--- src/wwd_pkg.sv ---
// Purpose: shared constants for the windowed watchdog supervisor
// Assumes: 10 MHz system clock, timebase tick of 100 us
// Notes:   window times are counted in timebase ticks

package wwd_pkg;

    // ------------------------------------------------------------
    // clock and timebase
    // ------------------------------------------------------------
    localparam int unsigned CLK_PERIOD_NS = 100;
    localparam int unsigned TICK_TIME_US  = 100;
    localparam int unsigned TICK_CYCLES   = (TICK_TIME_US * 1000 + CLK_PERIOD_NS - 1) / CLK_PERIOD_NS;

    // ------------------------------------------------------------
    // watchdog times, in microseconds as specified
    // ------------------------------------------------------------
    localparam int unsigned CLOSED_WINDOW_TIME_US = 80000;
    localparam int unsigned OPEN_WINDOW_TIME_US   = 40000;
    localparam int unsigned RESET_PULSE_WIDTH_US  = 2500;
    localparam int unsigned POWER_ON_DELAY_US     = 100000;

    // ------------------------------------------------------------
    // the same times as tick counts
    // ------------------------------------------------------------
    localparam int unsigned TICK_W      = 16;
    localparam int unsigned CW_TICKS    = CLOSED_WINDOW_TIME_US / TICK_TIME_US;
    localparam int unsigned OW_TICKS    = OPEN_WINDOW_TIME_US / TICK_TIME_US;
    localparam int unsigned WDR_TICKS   = RESET_PULSE_WIDTH_US / TICK_TIME_US;
    localparam int unsigned POR_TICKS   = POWER_ON_DELAY_US / TICK_TIME_US;

    // ------------------------------------------------------------
    // service counting and reset values
    // ------------------------------------------------------------
    localparam logic [1:0] SERVICES_NEEDED = 2'h3;
    localparam logic [1:0] SVC_COUNT_RST   = 2'h0;
    localparam logic       CLEAR_IDLE      = 1'h1;
    localparam logic       SUPPLY_RST      = 1'h0;

    typedef enum logic [2:0] {
        WWD_SUPPLY_LOW,
        WWD_POR,
        WWD_CLOSED,
        WWD_OPEN,
        WWD_RESET
    } wwd_state_e;

endpackage

--- src/wwd_timer_if.sv ---
// Purpose: carrier between the watchdog sequencer and its interval timer
// Assumes: single clock domain
// Notes:   load restarts the interval and its tick prescaler

`timescale 1ns/1ns

interface wwd_timer_if;
    logic                       load;
    logic [wwd_pkg::TICK_W-1:0] len;
    logic                       expired;

    modport ctl (output load, output len, input expired);
    modport tmr (input load, input len, output expired);
endinterface

--- src/wwd_interval.sv ---
// Purpose: interval timer counting timebase ticks derived from clk
// Assumes: len is at least one tick
// Notes:   interval lasts len*tick_cycles clocks after load, then expired stays high

`timescale 1ns/1ns

module wwd_interval #(
    parameter int unsigned TICK_CYCLES = wwd_pkg::TICK_CYCLES
) (
    input  wire logic  clk,
    input  wire logic  resetn,
    wwd_timer_if.tmr   tif
);

    localparam logic [15:0] PRE_RELOAD = 16'(TICK_CYCLES - 1);

    logic [15:0]                pre;
    logic [wwd_pkg::TICK_W-1:0] cnt;
    wire                        tick = (pre == 16'h0000);

    // ------------------------------------------------------------
    // prescaler restarts on load so every interval is exact
    // ------------------------------------------------------------
    always_ff @(posedge clk or negedge resetn) begin
        if (!resetn) begin
            pre <= 16'h0000;
        end else if (tif.load || tick) begin
            pre <= PRE_RELOAD;
        end else begin
            pre <= pre - 16'h0001;
        end
    end

    always_ff @(posedge clk or negedge resetn) begin
        if (!resetn) begin
            cnt <= '0;
        end else if (tif.load) begin
            cnt <= tif.len;
        end else if (tick && cnt != '0) begin
            cnt <= cnt - 1'b1;
        end
    end

    assign tif.expired = (cnt == '0);

    // ------------------------------------------------------------
    // checks
    // ------------------------------------------------------------
    load_takes_len_a: assert property (@(posedge clk) disable iff (!resetn)
        tif.load |=> (cnt == $past(tif.len)) && (pre == PRE_RELOAD))
        else $error("interval did not take its length on load");

endmodule // wwd_interval

--- src/wwd_supervisor.sv ---
// Purpose: windowed watchdog supervisor with supply-low override and system enable
// Assumes: clear and supply inputs are asynchronous pins; reset pin is open drain
// Notes:   a service is a falling edge on watchdog_clear_n after two-flop synchronising

`timescale 1ns/1ns

module wwd_supervisor #(
    parameter int unsigned TICK_CYCLES = wwd_pkg::TICK_CYCLES,
    parameter int unsigned CW_TICKS    = wwd_pkg::CW_TICKS,
    parameter int unsigned OW_TICKS    = wwd_pkg::OW_TICKS,
    parameter int unsigned WDR_TICKS   = wwd_pkg::WDR_TICKS,
    parameter int unsigned POR_TICKS   = wwd_pkg::POR_TICKS
) (
    input  wire logic  clk,
    input  wire logic  resetn,
    input  wire logic  watchdog_clear_n,
    input  wire logic  supply_ok,
    output wire logic  system_reset_n,
    output wire logic  system_reset_oe_n,
    output wire logic  system_enable_n
);

    localparam logic [wwd_pkg::TICK_W-1:0] CW_LEN  = wwd_pkg::TICK_W'(CW_TICKS);
    localparam logic [wwd_pkg::TICK_W-1:0] OW_LEN  = wwd_pkg::TICK_W'(OW_TICKS);
    localparam logic [wwd_pkg::TICK_W-1:0] WDR_LEN = wwd_pkg::TICK_W'(WDR_TICKS);
    localparam logic [wwd_pkg::TICK_W-1:0] POR_LEN = wwd_pkg::TICK_W'(POR_TICKS);

    // ------------------------------------------------------------
    // pin synchronisers
    // ------------------------------------------------------------
    logic clr_meta;
    logic clr_sync;
    logic clr_prev;
    logic sup_meta;
    logic sup_sync;

    always_ff @(posedge clk or negedge resetn) begin
        if (!resetn) begin
            clr_meta <= wwd_pkg::CLEAR_IDLE;
            clr_sync <= wwd_pkg::CLEAR_IDLE;
            clr_prev <= wwd_pkg::CLEAR_IDLE;
        end else begin
            clr_meta <= watchdog_clear_n;
            clr_sync <= clr_meta;
            clr_prev <= clr_sync;
        end
    end

    // supply starts low so every power-up passes the power-on delay
    always_ff @(posedge clk or negedge resetn) begin
        if (!resetn) begin
            sup_meta <= wwd_pkg::SUPPLY_RST;
            sup_sync <= wwd_pkg::SUPPLY_RST;
        end else begin
            sup_meta <= supply_ok;
            sup_sync <= sup_meta;
        end
    end

    wire clr_fall = clr_prev & ~clr_sync;

    // ------------------------------------------------------------
    // interval timer
    // ------------------------------------------------------------
    wwd_timer_if tif ();

    wwd_interval #(
        .TICK_CYCLES (TICK_CYCLES)
    ) u_interval (
        .clk    (clk),
        .resetn (resetn),
        .tif    (tif)
    );

    // ------------------------------------------------------------
    // sequencer
    // ------------------------------------------------------------
    wwd_pkg::wwd_state_e state;
    wwd_pkg::wwd_state_e next_state;
    logic [1:0]          svc_count;
    logic [1:0]          next_svc_count;

    wire in_closed  = (state == wwd_pkg::WWD_CLOSED);
    wire in_open    = (state == wwd_pkg::WWD_OPEN);
    wire good_svc   = in_open & clr_fall;
    wire early_svc  = in_closed & clr_fall;
    wire reset_act  = (state == wwd_pkg::WWD_SUPPLY_LOW) | (state == wwd_pkg::WWD_POR) |
                      (state == wwd_pkg::WWD_RESET);
    wire svc_done   = (svc_count == wwd_pkg::SERVICES_NEEDED);

    always_comb begin
        next_state = state;
        if (!sup_sync) begin
            next_state = wwd_pkg::WWD_SUPPLY_LOW;
        end else begin
            case (state)
                wwd_pkg::WWD_SUPPLY_LOW: begin
                    next_state = wwd_pkg::WWD_POR;
                end
                wwd_pkg::WWD_POR: begin
                    // clear edges are not looked at here
                    if (tif.expired) begin
                        next_state = wwd_pkg::WWD_CLOSED;
                    end
                end
                wwd_pkg::WWD_CLOSED: begin
                    if (clr_fall) begin
                        next_state = wwd_pkg::WWD_RESET;
                    end else if (tif.expired) begin
                        next_state = wwd_pkg::WWD_OPEN;
                    end
                end
                wwd_pkg::WWD_OPEN: begin
                    if (clr_fall) begin
                        next_state = wwd_pkg::WWD_CLOSED;
                    end else if (tif.expired) begin
                        next_state = wwd_pkg::WWD_RESET;
                    end
                end
                wwd_pkg::WWD_RESET: begin
                    // back to closed keeps the failure loop at closed+open+pulse
                    if (tif.expired) begin
                        next_state = wwd_pkg::WWD_CLOSED;
                    end
                end
                default: begin
                    next_state = wwd_pkg::WWD_SUPPLY_LOW;
                end
            endcase
        end
    end

    wire entering = (next_state != state);
    wire to_reset = entering & ((next_state == wwd_pkg::WWD_RESET) |
                                (next_state == wwd_pkg::WWD_SUPPLY_LOW) | (next_state == wwd_pkg::WWD_POR));

    // a load on every state change sets the length of the new interval
    assign tif.load = entering;
    assign tif.len  = (next_state == wwd_pkg::WWD_POR)    ? POR_LEN :
                      (next_state == wwd_pkg::WWD_CLOSED) ? CW_LEN  :
                      (next_state == wwd_pkg::WWD_OPEN)   ? OW_LEN  : WDR_LEN;

    assign next_svc_count = to_reset                ? wwd_pkg::SVC_COUNT_RST :
                            (good_svc && !svc_done) ? svc_count + 2'h1 : svc_count;

    always_ff @(posedge clk or negedge resetn) begin
        if (!resetn) begin
            state     <= wwd_pkg::WWD_SUPPLY_LOW;
            svc_count <= wwd_pkg::SVC_COUNT_RST;
        end else begin
            state     <= next_state;
            svc_count <= next_svc_count;
        end
    end

    // ------------------------------------------------------------
    // outputs
    // ------------------------------------------------------------
    assign system_reset_n    = 1'b0;
    assign system_reset_oe_n = ~reset_act;
    assign system_enable_n   = reset_act | ~svc_done;

    // ------------------------------------------------------------
    // checks
    // ------------------------------------------------------------
    enable_off_reset_a: assert property (@(posedge clk) disable iff (!resetn)
        !system_reset_oe_n |-> system_enable_n)
        else $error("enable active while reset active");

    supply_override_a: assert property (@(posedge clk) disable iff (!resetn)
        !sup_sync |=> !system_reset_oe_n && system_enable_n && svc_count == 2'h0)
        else $error("supply low did not force reset");

    por_holds_reset_a: assert property (@(posedge clk) disable iff (!resetn)
        $rose(state == wwd_pkg::WWD_POR) |-> !system_reset_oe_n [*8])
        else $error("reset released early in power-on delay");

    por_ignores_clear_a: assert property (@(posedge clk) disable iff (!resetn)
        (state == wwd_pkg::WWD_POR) && clr_fall && sup_sync && !tif.expired
        |=> state == wwd_pkg::WWD_POR)
        else $error("clear acted during power-on delay");

    por_release_a: assert property (@(posedge clk) disable iff (!resetn)
        (state == wwd_pkg::WWD_POR) && tif.expired && sup_sync
        |=> system_reset_oe_n && in_closed)
        else $error("reset not released after power-on delay");

    service_restart_a: assert property (@(posedge clk) disable iff (!resetn)
        good_svc && sup_sync |=> in_closed && svc_count == ($past(svc_done) ? 2'h3 : $past(svc_count) + 2'h1))
        else $error("open-window service did not restart cycle");

    early_clear_a: assert property (@(posedge clk) disable iff (!resetn)
        early_svc && sup_sync |=> !system_reset_oe_n && svc_count == 2'h0)
        else $error("early service gave no reset");

    timeout_reset_a: assert property (@(posedge clk) disable iff (!resetn)
        in_open && tif.expired && !clr_fall && sup_sync |=> (state == wwd_pkg::WWD_RESET))
        else $error("open window ended without reset");

    enable_needs_three_a: assert property (@(posedge clk) disable iff (!resetn)
        $fell(system_enable_n) |-> $past(good_svc) && svc_count == 2'h3)
        else $error("enable without three services");

    fail_loop_a: assert property (@(posedge clk) disable iff (!resetn)
        (state == wwd_pkg::WWD_RESET) && tif.expired && sup_sync |=> in_closed && system_reset_oe_n)
        else $error("reset pulse did not return to closed window");

    cover_good_service_c: cover property (@(posedge clk) disable iff (!resetn) good_svc);
    cover_early_service_c: cover property (@(posedge clk) disable iff (!resetn) early_svc);
    cover_enable_c: cover property (@(posedge clk) disable iff (!resetn) $fell(system_enable_n));
    cover_supply_dip_c: cover property (@(posedge clk) disable iff (!resetn) (in_closed || in_open) && !sup_sync);

endmodule // wwd_supervisor

--- config.mk ---
export PLATFORM = sky130hd
export DESIGN_NAME = wwd_supervisor
export DESIGN_NICKNAME = d
export VERILOG_FILES = /design/src/wwd_pkg.sv /design/src/wwd_timer_if.sv /design/src/wwd_interval.sv /design/src/wwd_supervisor.sv
export SDC_FILE = /design/constraint.sdc
export NUM_CORES = 1
export LEC_CHECK = 0
export ABC_CLOCK_PERIOD_IN_PS = 5100
export BUFFER_PORTS_ARGS = -buffer_cell sky130_fd_sc_hd__buf_2
export CAP_MARGIN = 20
export CORE_MARGIN = 10
export CORE_UTILIZATION = 36
export DETAILED_ROUTE_END_ITERATION = 6
export GPL_TIMING_DRIVEN = 0
export PLACE_DENSITY = 0.54
export SLEW_MARGIN = 15
export SYNTH_ARGS = -nofsm -noshare
export SYNTH_HDL_FRONTEND = slang
export SYNTH_SLANG_ARGS = --single-unit
export TNS_END_PERCENT = 50
--- constraint.sdc ---
create_clock -name clk -period 5.1 [get_ports clk]
set_clock_uncertainty 0.15 [all_clocks]
set_input_delay 0.51 -clock clk [delete_from_list [all_inputs] [get_ports clk]]
set_output_delay 0.51 -clock clk [all_outputs]
set_load 0.03 [all_outputs]
Word-level counts from Yosys, hierarchy flattened --
Cells that the tools add are included.
Word-level totals: flip-flop bits (word level) 42, input port bits 4, output and inout bits 3, logic and storage cells 60
Cells by class: add/subtract/negate cells 3, equal/unequal tests 10, multiplexer cells 15, bitwise logic cells 11, reduce and logical (&&, ||, !) cells 12
Operators by type and width (number):
- 16-bit two-way mux | 3
- 16-bit logical NOT | 2
- 16-bit by 1-bit subtractor with 16-bit output, second input constant | 2
- 10-bit two-way mux | 2
- 3-bit two-way mux | 6
- 16-bit nonzero test | 1
- 3-bit by 2-bit == test with 1-bit output, second input constant | 4
- 3-bit case mux with 4 select lines | 1
- 9-bit two-way mux | 1
- 3-bit by 1-bit == test with 1-bit output, second input constant | 2
- 3-bit == test, second input constant | 2
- 3-bit logical NOT | 2
- 1-bit bitwise OR | 5
- 2-bit two-way mux | 2
- 2-bit nonzero test | 2
- 1-bit AND | 3
- 3-bit inequality test | 1
- 1-bit inverter | 3
- 2-bit by 1-bit adder with 2-bit output, second input constant | 1
- 2-bit == test, second input constant | 1
- 1-bit logical AND | 2
- 2-bit OR reduction | 1
- 1-bit logical NOT | 1
- 1-bit logical OR | 1

Longest topological paths before layout --
depth in word-level cells 10, gate-level depth with buffers 9

Cells and area by module --
Synthesis repeated with hierarchy kept, for this count alone.
Second synthesis, totals: cell total of the unflattened synthesis 261, area, all modules 2439.8 sq um
By module, submodules not included:
- wwd_interval | instances 1, cells an instance 194, area each 1826.8 sq um, sequential area each 800.8 sq um
- wwd_supervisor | instances 1, cells an instance 67, area each 613.1 sq um, sequential area each 254.0 sq um

Worst setup path before layout --
No wires, ideal clock.
path type reg-to-reg, start reg u_interval.cnt[0] in the netlist's numbering, end reg u_interval.cnt[13] in the netlist's numbering, setup time 78 ps, data arrival time 2158 ps, required time 4872 ps, path slack 2714 ps, stages on the path, launching flop included 9, buffers on the path 1, period minus slack after synthesis 2386 ps, path through dfrtp_1 > inv_1 > ha_1 > nor4b_1 > and4_1 > buf_2 > or4_4 > or4_1 > a21oi_1
Between the ends: cells in the longest elaborated chain, start to end 7, elaborated cells between the ends (all ways) 15, classes of those cells add/sub (1); eq/ne (1); mux (9); reduce/logical (4)
RTL lines:
- start: declaration | RTL line wwd_interval.sv:18 | logic [wwd_pkg::TICK_W-1:0] cnt;
- start signal: assignment | RTL line wwd_interval.sv:38 | cnt <= tif.len;
- start signal: assignment | RTL line wwd_interval.sv:40 | cnt <= cnt - 1'b1;
- 16-bit logical NOT | RTL line wwd_interval.sv:44 | assign tif.expired = (cnt == '0);
- 3-bit two-way mux, on equally long branches | RTL line wwd_supervisor.sv:116, wwd_supervisor.sv:109
- 3-bit two-way mux, on equally long branches | RTL line wwd_supervisor.sv:114, wwd_supervisor.sv:107
- 3-bit case mux with 4 select lines | RTL line wwd_supervisor.sv:96 | case (state)
- 3-bit two-way mux | RTL line wwd_supervisor.sv:93 | if (!sup_sync) begin
- 3-bit inequality test | RTL line wwd_supervisor.sv:133 | wire entering = (next_state != state);
- 16-bit two-way mux / 2-bit nonzero test (equally long branches)
Parallel ways exist; a longest one is shown, timed or not. The select of a mux whose other input is x is not followed. A chain may end at the register's enable or synchronous reset.

Final worst setup path --
start reg u_interval.cnt[0] in the netlist's numbering, end reg u_interval.cnt[5] in the netlist's numbering
Between the ends: cells in the longest elaborated chain, start to end 9, elaborated cells between the ends (all ways) 19, classes of those cells add/sub (1); eq/ne (3); mux (11); reduce/logical (4)
RTL lines:
- 16-bit logical NOT | RTL line wwd_interval.sv:44
- 3-bit two-way mux, on equally long branches | RTL line wwd_supervisor.sv:116, wwd_supervisor.sv:109
- 3-bit two-way mux, on equally long branches | RTL line wwd_supervisor.sv:114, wwd_supervisor.sv:107
- 3-bit case mux with 4 select lines | RTL line wwd_supervisor.sv:96
- 3-bit two-way mux | RTL line wwd_supervisor.sv:93
- 3-bit by 2-bit == test with 1-bit output | RTL line wwd_supervisor.sv:140 | (next_state == wwd_pkg::WWD_CLOSED) ? CW_LEN :
- 10-bit two-way mux | RTL line wwd_supervisor.sv:140
- 10-bit two-way mux | RTL line wwd_supervisor.sv:139 | assign tif.len = (next_state == wwd_pkg::WWD_POR) ? POR_LEN :
- 16-bit two-way mux | RTL line wwd_interval.sv:37 | end else if (tif.load) begin
Parallel ways exist; a longest one is shown, timed or not. The select of a mux whose other input is x is not followed.

==> results.sh <==
export IMPL_clk_pin_slew_ns=0.08
export IMPL_critPathKind="reg -> reg"
export IMPL_drtIter0Drc=71
export IMPL_cts_resized=0
export IMPL_num_rows=29
export IMPL_synth_cells=234
export IMPL_status="complete, no violations"
export IMPL_grt_max_degree=43
export IMPL_grt_pass1_vias=1672
export IMPL_drive_above_1_share=0.117
export IMPL_wl_per_cell_um=13.9
export IMPL_hold_buffers=0
export IMPL_cts_setup_buffers=0
export IMPL_vias_per_cell=5.16
export IMPL_grt_pass1_wl_mm=7.86
export IMPL_syn_nets=242
export IMPL_syn_to_final_growth_pct=11.3
export IMPL_rsz0062_at_grt="no"
export IMPL_synth_cell_types=50
export IMPL_fin_crit_ns=2.57
export IMPL_grt_antenna_before_repair=0
export IMPL_vias=1672
export IMPL_finalSetupTns_ns=0
export IMPL_clk_latency_ns=0.30
export IMPL_final_cell_area_um2=2550
export IMPL_startpoint="u_interval.cnt[0]"
export IMPL_leakagePower_nw=1.01
export IMPL_place_congestion=0.777
export IMPL_worstMarginPinSlew_ns=0.938
export IMPL_ys_top_cells_by_area="dfrtp_1 (43%), xnor2_1 (6.1%), nor2_1 (4.3%), dfstp_2 (3.4%), nand2_1 (3.1%)"
export IMPL_cts_sinks=42
export IMPL_period_share=0.504
export IMPL_ir_worst_vdd_mv=0.155
export IMPL_yosys_area_top_type="dfrtp_1"
export IMPL_coreArea_um2=6280
export IMPL_ios=7
export IMPL_cts_tree="done"
export IMPL_drtAntennaViolNets=0
export IMPL_cts_root_buffer="clkbuf_8"
export IMPL_ys_warn_count=0
export IMPL_die_w_um=99.8
export IMPL_grtUsageTotal=0.0943
export IMPL_fmax_mhz=389
export IMPL_dp_hpwl_mm=3.16
export IMPL_dieArea_um2=9970
export IMPL_start_util=0.366
export IMPL_hp_start="watchdog_clear_n"
export IMPL_hp_class="in -> reg"
export IMPL_nets=254
export IMPL_cp_required_ns=5.11
export IMPL_crit_fanout=10
export IMPL_port_buffers=5
export IMPL_fill_cells=631
export IMPL_hold_violations=0
export IMPL_synthArstFlopShare=1.00
export IMPL_drv_slew=0
export IMPL_avgSynthCellArea_um2=9.81
export IMPL_drc=0
export IMPL_overflow=0
export IMPL_p_per_area_nw_per_um2=282
export IMPL_cts_buffers_inserted=5
export IMPL_reg2reg_from="u_interval.cnt[0]"
export IMPL_worst_setup_path_start_kind="flop"
export IMPL_die_h_um=99.8
export IMPL_insertedDiodeCount=0
export IMPL_place_area_um2=2420
export IMPL_yosysTopAreaCellShare=0.425
export IMPL_synth_seq_cells=42
export IMPL_cts_path_max_buffers=2
export IMPL_max_cap_violations=0
export IMPL_critical_path_arrival_ns=2.59
export IMPL_drtPass1Iterations=4
export IMPL_wirelength_mm=4.50
export IMPL_synthFlopType="dfrtp_1"
export IMPL_critPathCaptureType="flop"
export IMPL_synth_cell_area_um2=2290
export IMPL_setup_viol=0
export IMPL_h_tree_depth=2
export IMPL_timing_slew_headroom=0.375
export IMPL_synth_edff_count=0
export IMPL_ys_seq_area_frac=0.460
[registers in the layout, indices dropped and copies added (netlist names)]
| name | flops |
|---|---|
| u_interval.cnt | 16 |
| u_interval.pre | 16 |
| state | 3 |
| svc_count | 2 |
| clr_meta | 1 |
| clr_prev | 1 |
| clr_sync | 1 |
| sup_meta | 1 |
| sup_sync | 1 |
[cell families (layout without fill, tap and decap cells)]
logic type	count (synthesis)	count (layout)	share of synthesized area
buffers and inverters	17	30	0.0311
DFF	42	42	0.460
and+or+nand+nor	114	114	0.299
muxes	3	3	0.0131
other	1	1	0.00163
AOI/OAI and AO/OA	29	29	0.0818
adders and majority gates	4	4	0.0218
xor gates and xnor gates	24	24	0.0916
[cell usage after synthesis, types with 2 or more instances]
master     n
nor4bb_1   2
and2_1     3
xnor2_1   16
nand3b_1   4
and4_1     2
nor3_1    10
nor4_4     3
inv_1      4
nand2_1   19
nor4b_1    3
o21ai_0    3
a21oi_1    9
nand4b_1   3
mux2i_1    3
or3_1      2
ha_1       4
and3_1     3
nor4_1     6
or4_1      4
dfrtp_1   39
nor2b_1    2
clkbuf_1   8
dfstp_2    3
nor2_1    26
buf_2      3
nand3_1    9
o31ai_1    4
nand2b_1   6
xor2_1     8
a21o_1     3
[cells in the final DEF (no fill, tap or decap), types with 3 or more instances in the layout]
master and count:
nor2_1 26, buf_2 8, inv_1 4, nor3_1 10, and3_1 3, o21ai_0 3
dfstp_2 3, nor4_4 3, dfrtp_1 39, clkbuf_1 8, xnor2_1 16, nor4_1 6
and2_1 3, nand3b_1 4, or4_1 4, nand2b_1 6, ha_1 4, a21oi_1 9
o31ai_1 4, xor2_1 8, mux2i_1 3, nand3_1 9, clkbuf_8 5, nand4b_1 3
nand2_1 19, a21o_1 3, nor4b_1 3
[power by group]
part	switching (W)	internal (W)	leakage, nW
Combinational	0.0000318	0.0000171	0.429
Clock	0.000123	0.000196	0.0683
Sequential	0.00000949	0.000343	0.509
[worst max-delay path, cell delays in order, from the launching register on]
cell and delay [ns]:
dfrtp_1 0.40, inv_1 0.06, ha_1 0.27, nor4b_1 0.31, and4_1 0.22, buf_2 0.20, buf_2 0.26, nand2_1 0.12
a21oi_1 0.36, a21oi_1 0.08
[routing by layer]
layer  vias to the layer above  GRT usage  share of wire
li1                        850          -              -
met1                       796      0.127           0.50
met2                        22      0.146           0.46
met3                         4     0.0213          0.030
met4                         0     0.0298         0.0082
met5                         -          0              0
[worst paths after layout]
check                                endpoint  depth (start not counted)  slack (ns)
min reg2reg                          clr_sync                          0        0.21
max                         u_interval.cnt[5]                          9        2.53
max in group asynchronous   u_interval.pre[3]                          1        4.02
max reg2reg                 u_interval.cnt[5]                          9        2.53
min in group asynchronous  u_interval.cnt[12]                          1        0.19
min                                  clr_meta                          1        0.16
[cell type report]
| class | count | area [um^2] | share of cell area |
|---|---|---|---|
| clock buffer | 5 | 68.8 | 0.0269 |
| clock inverter | 3 | 68.8 | 0.0269 |
| buffer | 12 | 52.6 | 0.0206 |
| inverter | 5 | 18.8 | 0.00735 |
| timing repair buffer | 5 | 25.0 | 0.00980 |
| multi-input combinational | 175 | 1170 | 0.458 |
| sequential | 42 | 1050 | 0.413 |
| tap | 77 | 96.3 | 0.0377 |
[metrics by stage]
step / worst slack (ns) / hold WS, ns / cells / power, W / utilization
2_1_floorplan: 2.71 / 0.0644 / 234 / 0.000391 / -
3_3_place_gp: 2.53 / 0.190 / 316 / 0.000409 / 0.385
3_5_place_dp: 2.55 / 0.194 / 316 / 0.000409 / 0.385
4_1_cts: 2.53 / 0.144 / 324 / 0.000735 / 0.407
5_1_grt: 2.31 / 0.149 / 324 / 0.000750 / 0.407
6_report: 2.53 / 0.158 / 324 / 0.000721 / 0.407
(Power assumes the default switching activity.)
